`config.mk`:
```
export PLATFORM = sky130hd
export DESIGN_NAME = vec_addr_gen
export DESIGN_NICKNAME = d
export VERILOG_FILES = /design/src/hw/vec_addr_pkg.sv /design/src/hw/vec_addr_gen.sv
export SDC_FILE = /design/constraint.sdc
export NUM_CORES = 1
export LEC_CHECK = 0
export BUFFER_PORTS_ARGS = -buffer_cell sky130_fd_sc_hd__buf_2
export CORE_MARGIN = 2
export CORE_UTILIZATION = 55
export CTS_BUF_LIST = sky130_fd_sc_hd__clkbuf_4 sky130_fd_sc_hd__clkbuf_8
export CTS_CLUSTER_SIZE = 14
export DETAILED_ROUTE_END_ITERATION = 10
export GPL_TIMING_DRIVEN = 0
export PLACE_DENSITY_LB_ADDON = 0.3
export SLEW_MARGIN = 20
export SYNTH_ARGS = -nofsm -noshare
export SYNTH_HDL_FRONTEND = slang
export SYNTH_SLANG_ARGS = --single-unit
```
`constraint.sdc`:
```
create_clock -name SYS_CLK -period 5.2 [get_ports SYS_CLK]
set_input_delay 0.26 -clock SYS_CLK [delete_from_list [all_inputs] [get_ports SYS_CLK]]
set_output_delay 0.26 -clock SYS_CLK [all_outputs]
set_load 0.02 [all_outputs]
```
`src/hw/vec_addr_pkg.sv`:
```
/*
  Constants and carrier types for the interrupt vector address generator.
  Assumes a single processor clock and a synchronous active-high reset.
*/
package vec_addr_pkg;

  // ==========================================================================
  // Widths
  // ==========================================================================
  localparam int ADDR_W = 24;
  localparam int PTR_W = 16;
  localparam int SRC_W = 13;
  localparam int TRAP_W = 5;

  // ==========================================================================
  // Table offsets
  // ==========================================================================
  localparam logic [7:0] OFS_RESET = 8'h00;
  localparam logic [7:0] OFS_EXT0 = 8'h01;
  localparam logic [7:0] OFS_SP0_TX = 8'h05;
  localparam logic [7:0] OFS_SP0_RX = 8'h06;
  localparam logic [7:0] OFS_SP1_TX = 8'h07;
  localparam logic [7:0] OFS_SP1_RX = 8'h08;
  localparam logic [7:0] OFS_TIM0 = 8'h09;
  localparam logic [7:0] OFS_TIM1 = 8'h0A;
  localparam logic [7:0] OFS_DMA0 = 8'h0B;
  localparam logic [7:0] OFS_DMA1 = 8'h0C;
  localparam logic [7:0] OFS_TRAP0 = 8'h20;
  localparam logic [4:0] TRAP_LAST = 5'h1B;
  localparam logic [ADDR_W-1:0] HIGH_BASE = 24'h809FC0;
  localparam int BASE_SHIFT = 8;

  // ==========================================================================
  // Source bit positions, lowest index wins
  // ==========================================================================
  localparam int SRC_EXT0 = 0;
  localparam int SRC_SP0_TX = 4;
  localparam int SRC_SP0_RX = 5;
  localparam int SRC_SP1_TX = 6;
  localparam int SRC_SP1_RX = 7;
  localparam int SRC_TIM0 = 8;
  localparam int SRC_TIM1 = 9;
  localparam int SRC_DMA0 = 10;
  localparam int SRC_DMA1 = 11;
  localparam int SRC_TRAP = 12;

  localparam logic [SRC_W-1:0] FLAG_RST = 13'h0000;

  typedef enum logic [1:0]
  {
    MAP_LOW = 2'h0,
    MAP_HIGH = 2'h1,
    MAP_RELOC = 2'h2
  } map_type;

  typedef enum logic [2:0]
  {
    ST_IDLE = 3'h1,
    ST_BUSY = 3'h2,
    ST_BOOT = 3'h4
  } state_type;

  typedef struct packed
  {
    logic [ADDR_W-1:0] addr;
    logic [3:0] src;
    logic is_branch;
  } vector_type;

endpackage

```
`src/hw/vec_addr_gen.sv`:
```
/*
  Interrupt vector address generator: latches requests, picks the winner
  by table position and presents the vector address to the sequencer.
  Assumes the sequencer acknowledges each vector with one pulse.
*/
`timescale 1ns/1ps
module vec_addr_gen #(
  parameter bit HAS_SPORT1 = 1'b1
)(
  input wire logic SYS_CLK,
  input wire logic RST,
  input wire logic [3:0] EXT_IRQ_PINS,
  input wire logic SPORT0_TX_IRQ,
  input wire logic SPORT0_RX_IRQ,
  input wire logic SPORT1_TX_IRQ,
  input wire logic SPORT1_RX_IRQ,
  input wire logic TIMER0_IRQ,
  input wire logic TIMER1_IRQ,
  input wire logic DMA_CH0_IRQ,
  input wire logic DMA_CH1_IRQ,
  input wire logic TRAP_REQ,
  input wire logic [4:0] TRAP_NUM,
  input wire logic [1:0] MAP_MODE,
  input wire logic BOOT_LOADER,
  input wire logic [15:0] VECTOR_TABLE_PTR,
  input wire logic VEC_ACK,
  output logic [23:0] VEC_ADDR,
  output logic VEC_VALID,
  output logic VEC_IS_BRANCH,
  output logic [12:0] PENDING
);

  // ==========================================================================
  // Pin synchronisers, three stages, change accepted when last two agree
  // ==========================================================================
  logic [3:0] pin_s1_ff, pin_s2_ff, pin_s3_ff, pin_ok_ff;
  logic [3:0] nxt_pin_ok;

  always_comb
  begin
    for (int i = 0; i < 4; i++)
    begin
      nxt_pin_ok[i] = (pin_s2_ff[i] == pin_s3_ff[i]) ? pin_s3_ff[i]
                                                     : pin_ok_ff[i];
    end
  end

  always_ff @(posedge SYS_CLK)
  begin
    if (RST)
    begin
      pin_s1_ff <= 4'hF;
      pin_s2_ff <= 4'hF;
      pin_s3_ff <= 4'hF;
      pin_ok_ff <= 4'hF;
    end
    else
    begin
      pin_s1_ff <= EXT_IRQ_PINS;
      pin_s2_ff <= pin_s1_ff;
      pin_s3_ff <= pin_s2_ff;
      pin_ok_ff <= nxt_pin_ok;
    end
  end

  // ==========================================================================
  // Mode capture and flag register
  // ==========================================================================
  vec_addr_pkg::map_type map_ff, nxt_map;
  logic boot_ff, nxt_boot;
  logic rst_seen_ff, nxt_rst_seen;
  logic [12:0] flag_ff, nxt_flag;
  logic [4:0] trap_ff, nxt_trap;
  logic [3:0] pin_fall;
  logic [12:0] raw_req;

  // Pins are active low; a falling edge requests service
  assign pin_fall = pin_ok_ff & ~nxt_pin_ok;

  always_comb
  begin
    raw_req = vec_addr_pkg::FLAG_RST;
    raw_req[3:0] = pin_fall;
    raw_req[vec_addr_pkg::SRC_SP0_TX] = SPORT0_TX_IRQ;
    raw_req[vec_addr_pkg::SRC_SP0_RX] = SPORT0_RX_IRQ;
    // Serial port 1 slots are reserved on reduced and relocatable maps
    raw_req[vec_addr_pkg::SRC_SP1_TX] = SPORT1_TX_IRQ && HAS_SPORT1
      && (map_ff != vec_addr_pkg::MAP_RELOC);
    raw_req[vec_addr_pkg::SRC_SP1_RX] = SPORT1_RX_IRQ && HAS_SPORT1
      && (map_ff != vec_addr_pkg::MAP_RELOC);
    raw_req[vec_addr_pkg::SRC_TIM0] = TIMER0_IRQ;
    raw_req[vec_addr_pkg::SRC_TIM1] = TIMER1_IRQ;
    raw_req[vec_addr_pkg::SRC_DMA0] = DMA_CH0_IRQ;
    // Second DMA channel exists only in the relocatable map
    raw_req[vec_addr_pkg::SRC_DMA1] = DMA_CH1_IRQ
      && (map_ff == vec_addr_pkg::MAP_RELOC);
    // Traps 28..31 are reserved and ignored
    raw_req[vec_addr_pkg::SRC_TRAP] = TRAP_REQ
      && (TRAP_NUM <= vec_addr_pkg::TRAP_LAST);
  end

  // ==========================================================================
  // Priority select
  // ==========================================================================
  function automatic logic [3:0] pick(input logic [12:0] req);
    logic [3:0] idx;
    idx = 4'hF;
    for (int i = 12; i >= 0; i--)
    begin
      if (req[i])
      begin
        idx = 4'(i);
      end
    end
    return idx;
  endfunction

  function automatic logic [7:0] offset_of(input logic [3:0] src,
                                           input logic [4:0] trap);
    logic [7:0] ofs;
    ofs = 8'h00;
    if (src == 4'(vec_addr_pkg::SRC_TRAP))
    begin
      ofs = vec_addr_pkg::OFS_TRAP0 + {3'h0, trap};
    end
    else
    begin
      // Sources sit at consecutive slots from 01h up to 0Ch
      ofs = vec_addr_pkg::OFS_EXT0 + {4'h0, src};
    end
    return ofs;
  endfunction

  vec_addr_pkg::state_type state_ff, nxt_state;
  vec_addr_pkg::vector_type vec_ff, nxt_vec;
  logic valid_ff, nxt_valid;
  logic [3:0] win;
  logic [7:0] win_ofs;
  logic [23:0] win_addr;

  assign win = pick(flag_ff);
  assign win_ofs = offset_of(win, trap_ff);

  always_comb
  begin
    case (map_ff)
      vec_addr_pkg::MAP_HIGH:
      begin
        win_addr = vec_addr_pkg::HIGH_BASE + {16'h0000, win_ofs};
      end
      vec_addr_pkg::MAP_RELOC:
      begin
        // Base low byte is zero, so the offset is simply appended
        win_addr = ({8'h00, VECTOR_TABLE_PTR} << vec_addr_pkg::BASE_SHIFT)
          + {16'h0000, win_ofs};
      end
      default:
      begin
        win_addr = {16'h0000, win_ofs};
      end
    endcase
  end

  always_comb
  begin
    nxt_map = map_ff;
    nxt_boot = boot_ff;
    nxt_rst_seen = 1'b1;
    nxt_flag = flag_ff;
    nxt_trap = trap_ff;
    nxt_state = state_ff;
    nxt_vec = vec_ff;
    nxt_valid = valid_ff;
    if (!rst_seen_ff)
    begin
      // Mode is static, captured once on the first edge after reset
      nxt_map = (MAP_MODE == 2'h1) ? vec_addr_pkg::MAP_HIGH
              : (MAP_MODE == 2'h2) ? vec_addr_pkg::MAP_RELOC
              : vec_addr_pkg::MAP_LOW;
      nxt_boot = BOOT_LOADER && (MAP_MODE == 2'h1);
    end
    case (state_ff)
      vec_addr_pkg::ST_BOOT:
      begin
        // Reset vector fetched at zero in every map
        nxt_vec.addr = 24'h000000;
        nxt_vec.src = 4'hF;
        nxt_vec.is_branch = 1'b0;
        nxt_valid = 1'b1;
        if (valid_ff && VEC_ACK)
        begin
          nxt_valid = 1'b0;
          nxt_state = vec_addr_pkg::ST_IDLE;
        end
      end
      vec_addr_pkg::ST_IDLE:
      begin
        if (flag_ff != vec_addr_pkg::FLAG_RST)
        begin
          nxt_vec.addr = win_addr;
          nxt_vec.src = win;
          // Boot-loader map words are executed branches
          nxt_vec.is_branch = boot_ff;
          nxt_valid = 1'b1;
          nxt_state = vec_addr_pkg::ST_BUSY;
        end
      end
      vec_addr_pkg::ST_BUSY:
      begin
        if (VEC_ACK)
        begin
          nxt_flag[vec_ff.src] = 1'b0;
          nxt_valid = 1'b0;
          nxt_state = vec_addr_pkg::ST_IDLE;
        end
      end
      default:
      begin
        nxt_state = vec_addr_pkg::ST_IDLE;
        nxt_valid = 1'b0;
      end
    endcase
    // A new request wins over the clear in the same cycle
    nxt_flag = nxt_flag | raw_req;
    if (raw_req[vec_addr_pkg::SRC_TRAP] && !flag_ff[vec_addr_pkg::SRC_TRAP])
    begin
      nxt_trap = TRAP_NUM;
    end
  end

  always_ff @(posedge SYS_CLK)
  begin
    if (RST)
    begin
      map_ff <= vec_addr_pkg::MAP_LOW;
      boot_ff <= 1'b0;
      rst_seen_ff <= 1'b0;
      flag_ff <= vec_addr_pkg::FLAG_RST;
      trap_ff <= 5'h00;
      state_ff <= vec_addr_pkg::ST_BOOT;
      vec_ff <= '0;
      valid_ff <= 1'b0;
    end
    else
    begin
      map_ff <= nxt_map;
      boot_ff <= nxt_boot;
      rst_seen_ff <= nxt_rst_seen;
      flag_ff <= nxt_flag;
      trap_ff <= nxt_trap;
      state_ff <= nxt_state;
      vec_ff <= nxt_vec;
      valid_ff <= nxt_valid;
    end
  end

  assign VEC_ADDR = vec_ff.addr;
  assign VEC_VALID = valid_ff;
  assign VEC_IS_BRANCH = vec_ff.is_branch;
  assign PENDING = flag_ff;

  // ==========================================================================
  // Checks
  // ==========================================================================
  a_valid_holds: assert property (@(posedge SYS_CLK) disable iff (RST)
    (state_ff == vec_addr_pkg::ST_BUSY && !VEC_ACK) |=> VEC_VALID)
    else $error("valid dropped before acknowledge");
  a_ack_clears: assert property (@(posedge SYS_CLK) disable iff (RST)
    (state_ff == vec_addr_pkg::ST_BUSY && VEC_ACK
     && !raw_req[vec_ff.src]) |=> !flag_ff[$past(vec_ff.src)])
    else $error("acknowledge did not clear flag");
  a_reset_zero: assert property (@(posedge SYS_CLK) disable iff (RST)
    (state_ff == vec_addr_pkg::ST_BOOT && VEC_VALID)
    |-> VEC_ADDR == 24'h000000)
    else $error("reset vector not at zero");
  a_low_range: assert property (@(posedge SYS_CLK) disable iff (RST)
    (state_ff == vec_addr_pkg::ST_BUSY && map_ff == vec_addr_pkg::MAP_LOW)
    |-> VEC_ADDR >= 24'h000001 && VEC_ADDR <= 24'h00003B)
    else $error("low map vector out of range");
  a_high_range: assert property (@(posedge SYS_CLK) disable iff (RST)
    (state_ff == vec_addr_pkg::ST_BUSY && map_ff == vec_addr_pkg::MAP_HIGH)
    |-> VEC_ADDR >= 24'h809FC1 && VEC_ADDR <= 24'h809FFB)
    else $error("high map vector out of range");
  a_reloc_base: assert property (@(posedge SYS_CLK) disable iff (RST)
    (state_ff == vec_addr_pkg::ST_BUSY && map_ff == vec_addr_pkg::MAP_RELOC)
    |-> VEC_ADDR[23:8] == VECTOR_TABLE_PTR)
    else $error("relocated base wrong");
  // Any move of an unacknowledged vector would let the core fetch twice
  a_one_at_time: assert property (@(posedge SYS_CLK) disable iff (RST)
    (VEC_VALID && !VEC_ACK) |=> VEC_VALID && $stable(VEC_ADDR))
    else $error("vector changed while outstanding");
  a_winner_low: assert property (@(posedge SYS_CLK) disable iff (RST)
    (state_ff == vec_addr_pkg::ST_IDLE && flag_ff[0])
    |=> VEC_ADDR[5:0] == 6'h01)
    else $error("priority order broken");
  a_branch_boot: assert property (@(posedge SYS_CLK) disable iff (RST)
    (state_ff == vec_addr_pkg::ST_BUSY) |-> VEC_IS_BRANCH == boot_ff)
    else $error("branch flag wrong");

  c_boot: cover property (@(posedge SYS_CLK) disable iff (RST)
    state_ff == vec_addr_pkg::ST_BOOT && VEC_ACK);
  c_two_pend: cover property (@(posedge SYS_CLK) disable iff (RST)
    $countones(flag_ff) > 1 && state_ff == vec_addr_pkg::ST_IDLE);
  c_trap: cover property (@(posedge SYS_CLK) disable iff (RST)
    VEC_VALID && vec_ff.src == 4'(vec_addr_pkg::SRC_TRAP));

endmodule // vec_addr_gen

```
# Word level (Yosys, flattened, before mapping)
# Index checks and enable logic that the tools add are counted.
# word_totals
register_bits,71
out_inout_bits,39
# op_classes
add_sub_neg,4
n_lt_le_gt_ge,3
n_eq_ne,16
mux,36
bitwise_logic,5
n_reduce_logical,14
# op_table
cell,count
$pmux 29 s2,1
$mux 4,12
$pmux 24 s2,1
$mux 29,1
$mux 13,2
$add 24x8->24,1
$add 24x8->24 const A,1
$and 13x13->13,1
$not 13->13,1
$or 13x13->13,1
$reduce_bool 13->1,1
$mux 1,9
$mux 3,3
$pmux 3 s3,1
$logic_and 1x1->1,8
$ne 2x2->1 const B,4
$add 6x5->7 const A,1
$mux 7,1
$mux 2,3
$add 1x4->5 const A,1
$le 5x5->1 const B,1
$lt 4x5->1 const B,1
$and 4x4->4,1
$demux 1 s4,1
14 further kinds,20

# Longest topological paths before layout
# logic_depth
word_depth,19
mapped_depth,9
mapped_depth_nobuf,9

# Least setup slack after synthesis
# OpenSTA, ideal clock, no wires.
# synth_timing
path_kind,flip-flop to flip-flop
start,register flag_ff[4] (netlist: PENDING[4])
end,"register vec_ff, in the netlist VEC_ADDR[1]"
setup_ns,0.117
t_arrival_ns,2.015
required_ns,5.083
slack_ns,3.068
path_stages_with_launch,7
cell_sequence,dfxtp_1 > or4_1 > o22a_1 > ha_1 > nand4_1 > mux2_2 > a22o_1
# synth_via
elab_chain_len,11
word_cells_on_any_way,16
cone_classes,add/sub (3); eq/ne (2); mux (9); reduce/logical (2)
# synth_lines
element,line,text
"start, declared",vec_addr_gen.sv:72,"logic [12:0] flag_ff, nxt_flag;"
"start signal, assigned",vec_addr_gen.sv:238,flag_ff <= vec_addr_pkg::FLAG_RST;
"start signal, assigned",vec_addr_gen.sv:249,flag_ff <= nxt_flag;
$mux 4 (5 in series),vec_addr_gen.sv:110,if (req[i])
$add 1x4->5 or $eq 4x4->1 (tied branches),"vec_addr_gen.sv:129, vec_addr_gen.sv:122",
$mux 7,vec_addr_gen.sv:122,if (src == 4'(vec_addr_pkg::SRC_TRAP))
"$add 24x8->24, on equally long branches","vec_addr_gen.sv:155, vec_addr_gen.sv:149",
$pmux 24 s2,vec_addr_gen.sv:146,case (map_ff)
$mux 29,vec_addr_gen.sv:198,if (flag_ff != vec_addr_pkg::FLAG_RST)
$pmux 29 s2,vec_addr_gen.sv:182,case (state_ff)
"end signal, assigned",vec_addr_gen.sv:252,vec_ff <= nxt_vec;
"end, declared",vec_addr_gen.sv:135,"vec_addr_pkg::vector_type vec_ff, nxt_vec;"
# Several ways; a longest one is shown, not always the timed one. The select of a mux whose other input is x is not followed.
# A chain may end at the register's enable or synchronous reset.

# Final worst setup path
# Ends and elaborated chain as after synthesis.

==> results.py <==
metrics = {
    "outcome": {
        "status": "completed",
    },
    "timing": {
        "fmax_mhz": 423,
        "worst_pin_slew_ns": 0.616,
        "max_slew_margin_pct": 58.6,
        "tns_ns": 0,
        "skew_ns": 0.0114,
        "timing.final.hold_violations": 0,
        "period_share_pct": 45.5,
        "rsz0062_at_grt": "false",
        "layout_setup_ws_ns": 2.83,
        "setup_violations": 0,
        "fin_crit_ns": 2.37,
        "slew_viol_final": 0,
    },
    "yosys": {
        "synth_nets": 384,
        "synth-edff-count": 0,
        "yosys_warnings": 0,
        "ys_seq_elements": 70,
        "avgSynthCellArea_sq_um": 8.94,
        "postSynthCellCount": 339,
        "yosysSeqAreaShare_pct": 46.3,
        "synthFlopType": "dfxtp_1",
        "ys_types": 45,
        "synthArstFlopShare_pct": 0,
        "syn_area_sq_mm": 0.00303,
    },
    "final_layout": {
        "areaGrowthSynthToFinish_pct": 23.2,
        "diodes": 0,
        "drive_above_1_share_pct": 33.6,
        "mostFrequentLayoutCells": "buf_2 (78), dfxtp_1 (70), nor2_1 (36), a21oi_1 (34), buf_4 (25)",
        "final_nets": 471,
        "final_area_sq_mm": 0.00373,
        "layout_commonest_cell": "buf_2",
    },
    "global_routing": {
        "grt_max_degree": 13,
        "grt_overflow": 0,
        "grt_use_total_pct": 22.5,
        "busiest_layer": "met2",
        "grtUsageMet2_pct": 34.7,
        "grt_pass1_vias": 2431,
        "use_met3_pct": 5.86,
        "grt_pass1_wl_um": 10800,
        "grtUsageMet1_pct": 28.8,
        "antenna_found_initial": 0,
    },
    "route": {
        "drt_wl_total_um": 6520,
        "initialDrtViolationCount": 163,
        "post_drt_wl_per_cell_um": 13.0,
        "first_pass_iters": 4,
        "vias_per_cell": 5.27,
        "num_vias": 2651,
        "antenna_left": 0,
        "drc_errors": 0,
    },
    "power": {
        "power_mw": 1.44,
        "power_density_mw_per_mm2": 385,
        "vdd_ir_drop_max_mv": 0.258,
        "p_leak_nw": 1.68,
    },
    "clock_tree": {
        "cts_tree": "built",
        "cts.clk_slew.worst_paths_ns": 0.08,
        "cts-root-buf": "clkbuf_8",
        "cts_hold_buffers": 0,
        "cts_setup_buffers": 0,
        "cts_resized": 0,
        "htree_num_levels": 3,
        "clock-sinks": 70,
        "cts-buffers-inserted": 9,
        "clock_latency_ns": 0.34,
        "cts_buffer_depth": 2,
    },
    "job": {
        "maxCapViolations": 0,
    },
    "critical_path": {
        "worstSetupEndpointType": "flip-flop",
        "critical_path_class": "flip-flop to flip-flop",
        "critPathLaunchType": "flip-flop",
        "crit_fanout": 7,
        "crit_chain": "nor2_1, o311ai_0, a311oi_1, inv_1, ha_1, nand4_1, mux2_2, a22o_1",
        "crit_buf_inv": 1,
        "worst-endpoint-arrival_ns": 2.59,
        "critPathSlowestCell": "a311oi_1",
        "critPathRequiredTime_ns": 5.42,
        "slowest_delay_ns": 0.43,
        "cpLargestDelayFamily": "compound AO/OA/AOI/OAI gates",
    },
    "floorplan": {
        "core-area_sq_mm": 0.00541,
        "rows": 27,
        "die_x_um": 78.2,
        "start_util_pct": 56.0,
        "io_pins": 79,
        "die_h_um": 78.2,
        "dieArea_sq_mm": 0.00612,
    },
    "placed_design": {
        "dp_slack_ns": 2.87,
        "gp_congestion": 0.868,
        "dpl-instance-area_sq_mm": 0.00350,
        "port_buffers": 76,
        "hpwl_um": 4780,
    },
    "hold_path": {
        "hold_class": "input pin to flip-flop",
    },
}
[cells in the mapped netlist, types with 5 or more instances]
cell / instances / area share [%]
a31o_2: 7 / 2.0
o21ai_0: 17 / 2.8
a22o_1: 12 / 3.5
clkbuf_1: 11 / 1.4
nand2b_1: 8 / 1.7
a21oi_1: 34 / 5.6
ha_1: 5 / 2.1
nand3_1: 10 / 1.7
mux2i_1: 5 / 1.7
buf_4: 25 / 6.2
inv_1: 10 / 1.2
or2_2: 12 / 2.5
nor3_1: 13 / 2.1
dfxtp_1: 70 / 46
nand2_1: 17 / 2.1
nor2_1: 36 / 4.5
[worst reg2reg max path, delay by kind of cell, from the launching register on]
family          cells  cell delay, ns
fa+ha+maj           1            0.22
flops               1            0.37
mux                 1            0.38
simple gates        2            0.40
buf+inv             1            0.11
compound gates      3            0.77
[sequential cells by signal, indices dropped and copies added, names as in the netlist]
signal	count
map_ff	2
rst_seen_ff	1
boot_ff	1
VEC_IS_BRANCH	1
VEC_VALID	1
VEC_ADDR	23
pin_ok_ff	4
vec_ff	4
state_ff	3
trap_ff	5
PENDING	13
pin_s3_ff	4
pin_s1_ff	4
pin_s2_ff	4
[final cells by class]
| type | count | area [sq um] |
|---|---|---|
| buffer | 39 | 250 |
| timing repair buffer | 76 | 380 |
| tap | 72 | 90.1 |
| sequential | 70 | 1400 |
| fill | 437 | 1670 |
| inverter | 10 | 37.5 |
| multi-input combinational | 220 | 1340 |
| clock buffer | 11 | 151 |
| clock inverter | 5 | 81.3 |
[layer usage]
metal	wire length, um	vias to the layer above
met1	3020	1212
li1	-	1349
met4	146	0
met5	0	-
met2	3000	78
met3	357	12
[worst paths after layout]
kind                                       from  depth (start not counted)      endpoint  slack (ns)
worst min-delay path            EXT_IRQ_PINS[1]                          2  pin_s1_ff[1]        0.10
worst min register to register     pin_s1_ff[2]                          1  pin_s2_ff[2]        0.41
worst max-delay path                 PENDING[4]                          8   VEC_ADDR[1]        2.83
worst max register to register       PENDING[4]                          8   VEC_ADDR[1]        2.83
[where the power goes]
part | leakage [nW] | internal, mW | total (mW) | switching, mW
Clock | 0.116 | 0.296 | 0.494 | 0.198
Sequential | 0.573 | 0.580 | 0.625 | 0.0446
Combinational | 0.994 | 0.128 | 0.317 | 0.189
[cells by family after synthesis]
logic type	Yosys count	share of synthesized area, %
adder cells (fa/ha/maj)	5	2.07
flip-flops	70	46.3
AO/OA/AOI/OAI	85	18.0
buffers and inverters	49	9.50
AND/OR/NAND/NOR	122	21.5
multiplexers	7	2.40
XOR/XNOR	1	0.289
[metrics by stage]
| stage | instances | hold slack, ns | util, % |
|---|---|---|---|
| 2_1_floorplan | 339 | 0.364 | - |
| 3_3_place_gp | 487 | 0.391 | 64.7 |
| 3_5_place_dp | 487 | 0.395 | 64.7 |
| 4_1_cts | 503 | 0.0832 | 69.1 |
| 5_1_grt | 503 | 0.0794 | 69.1 |
| 6_report | 503 | 0.104 | 69.1 |
Note: power is estimated with default switching activity, not from simulation.
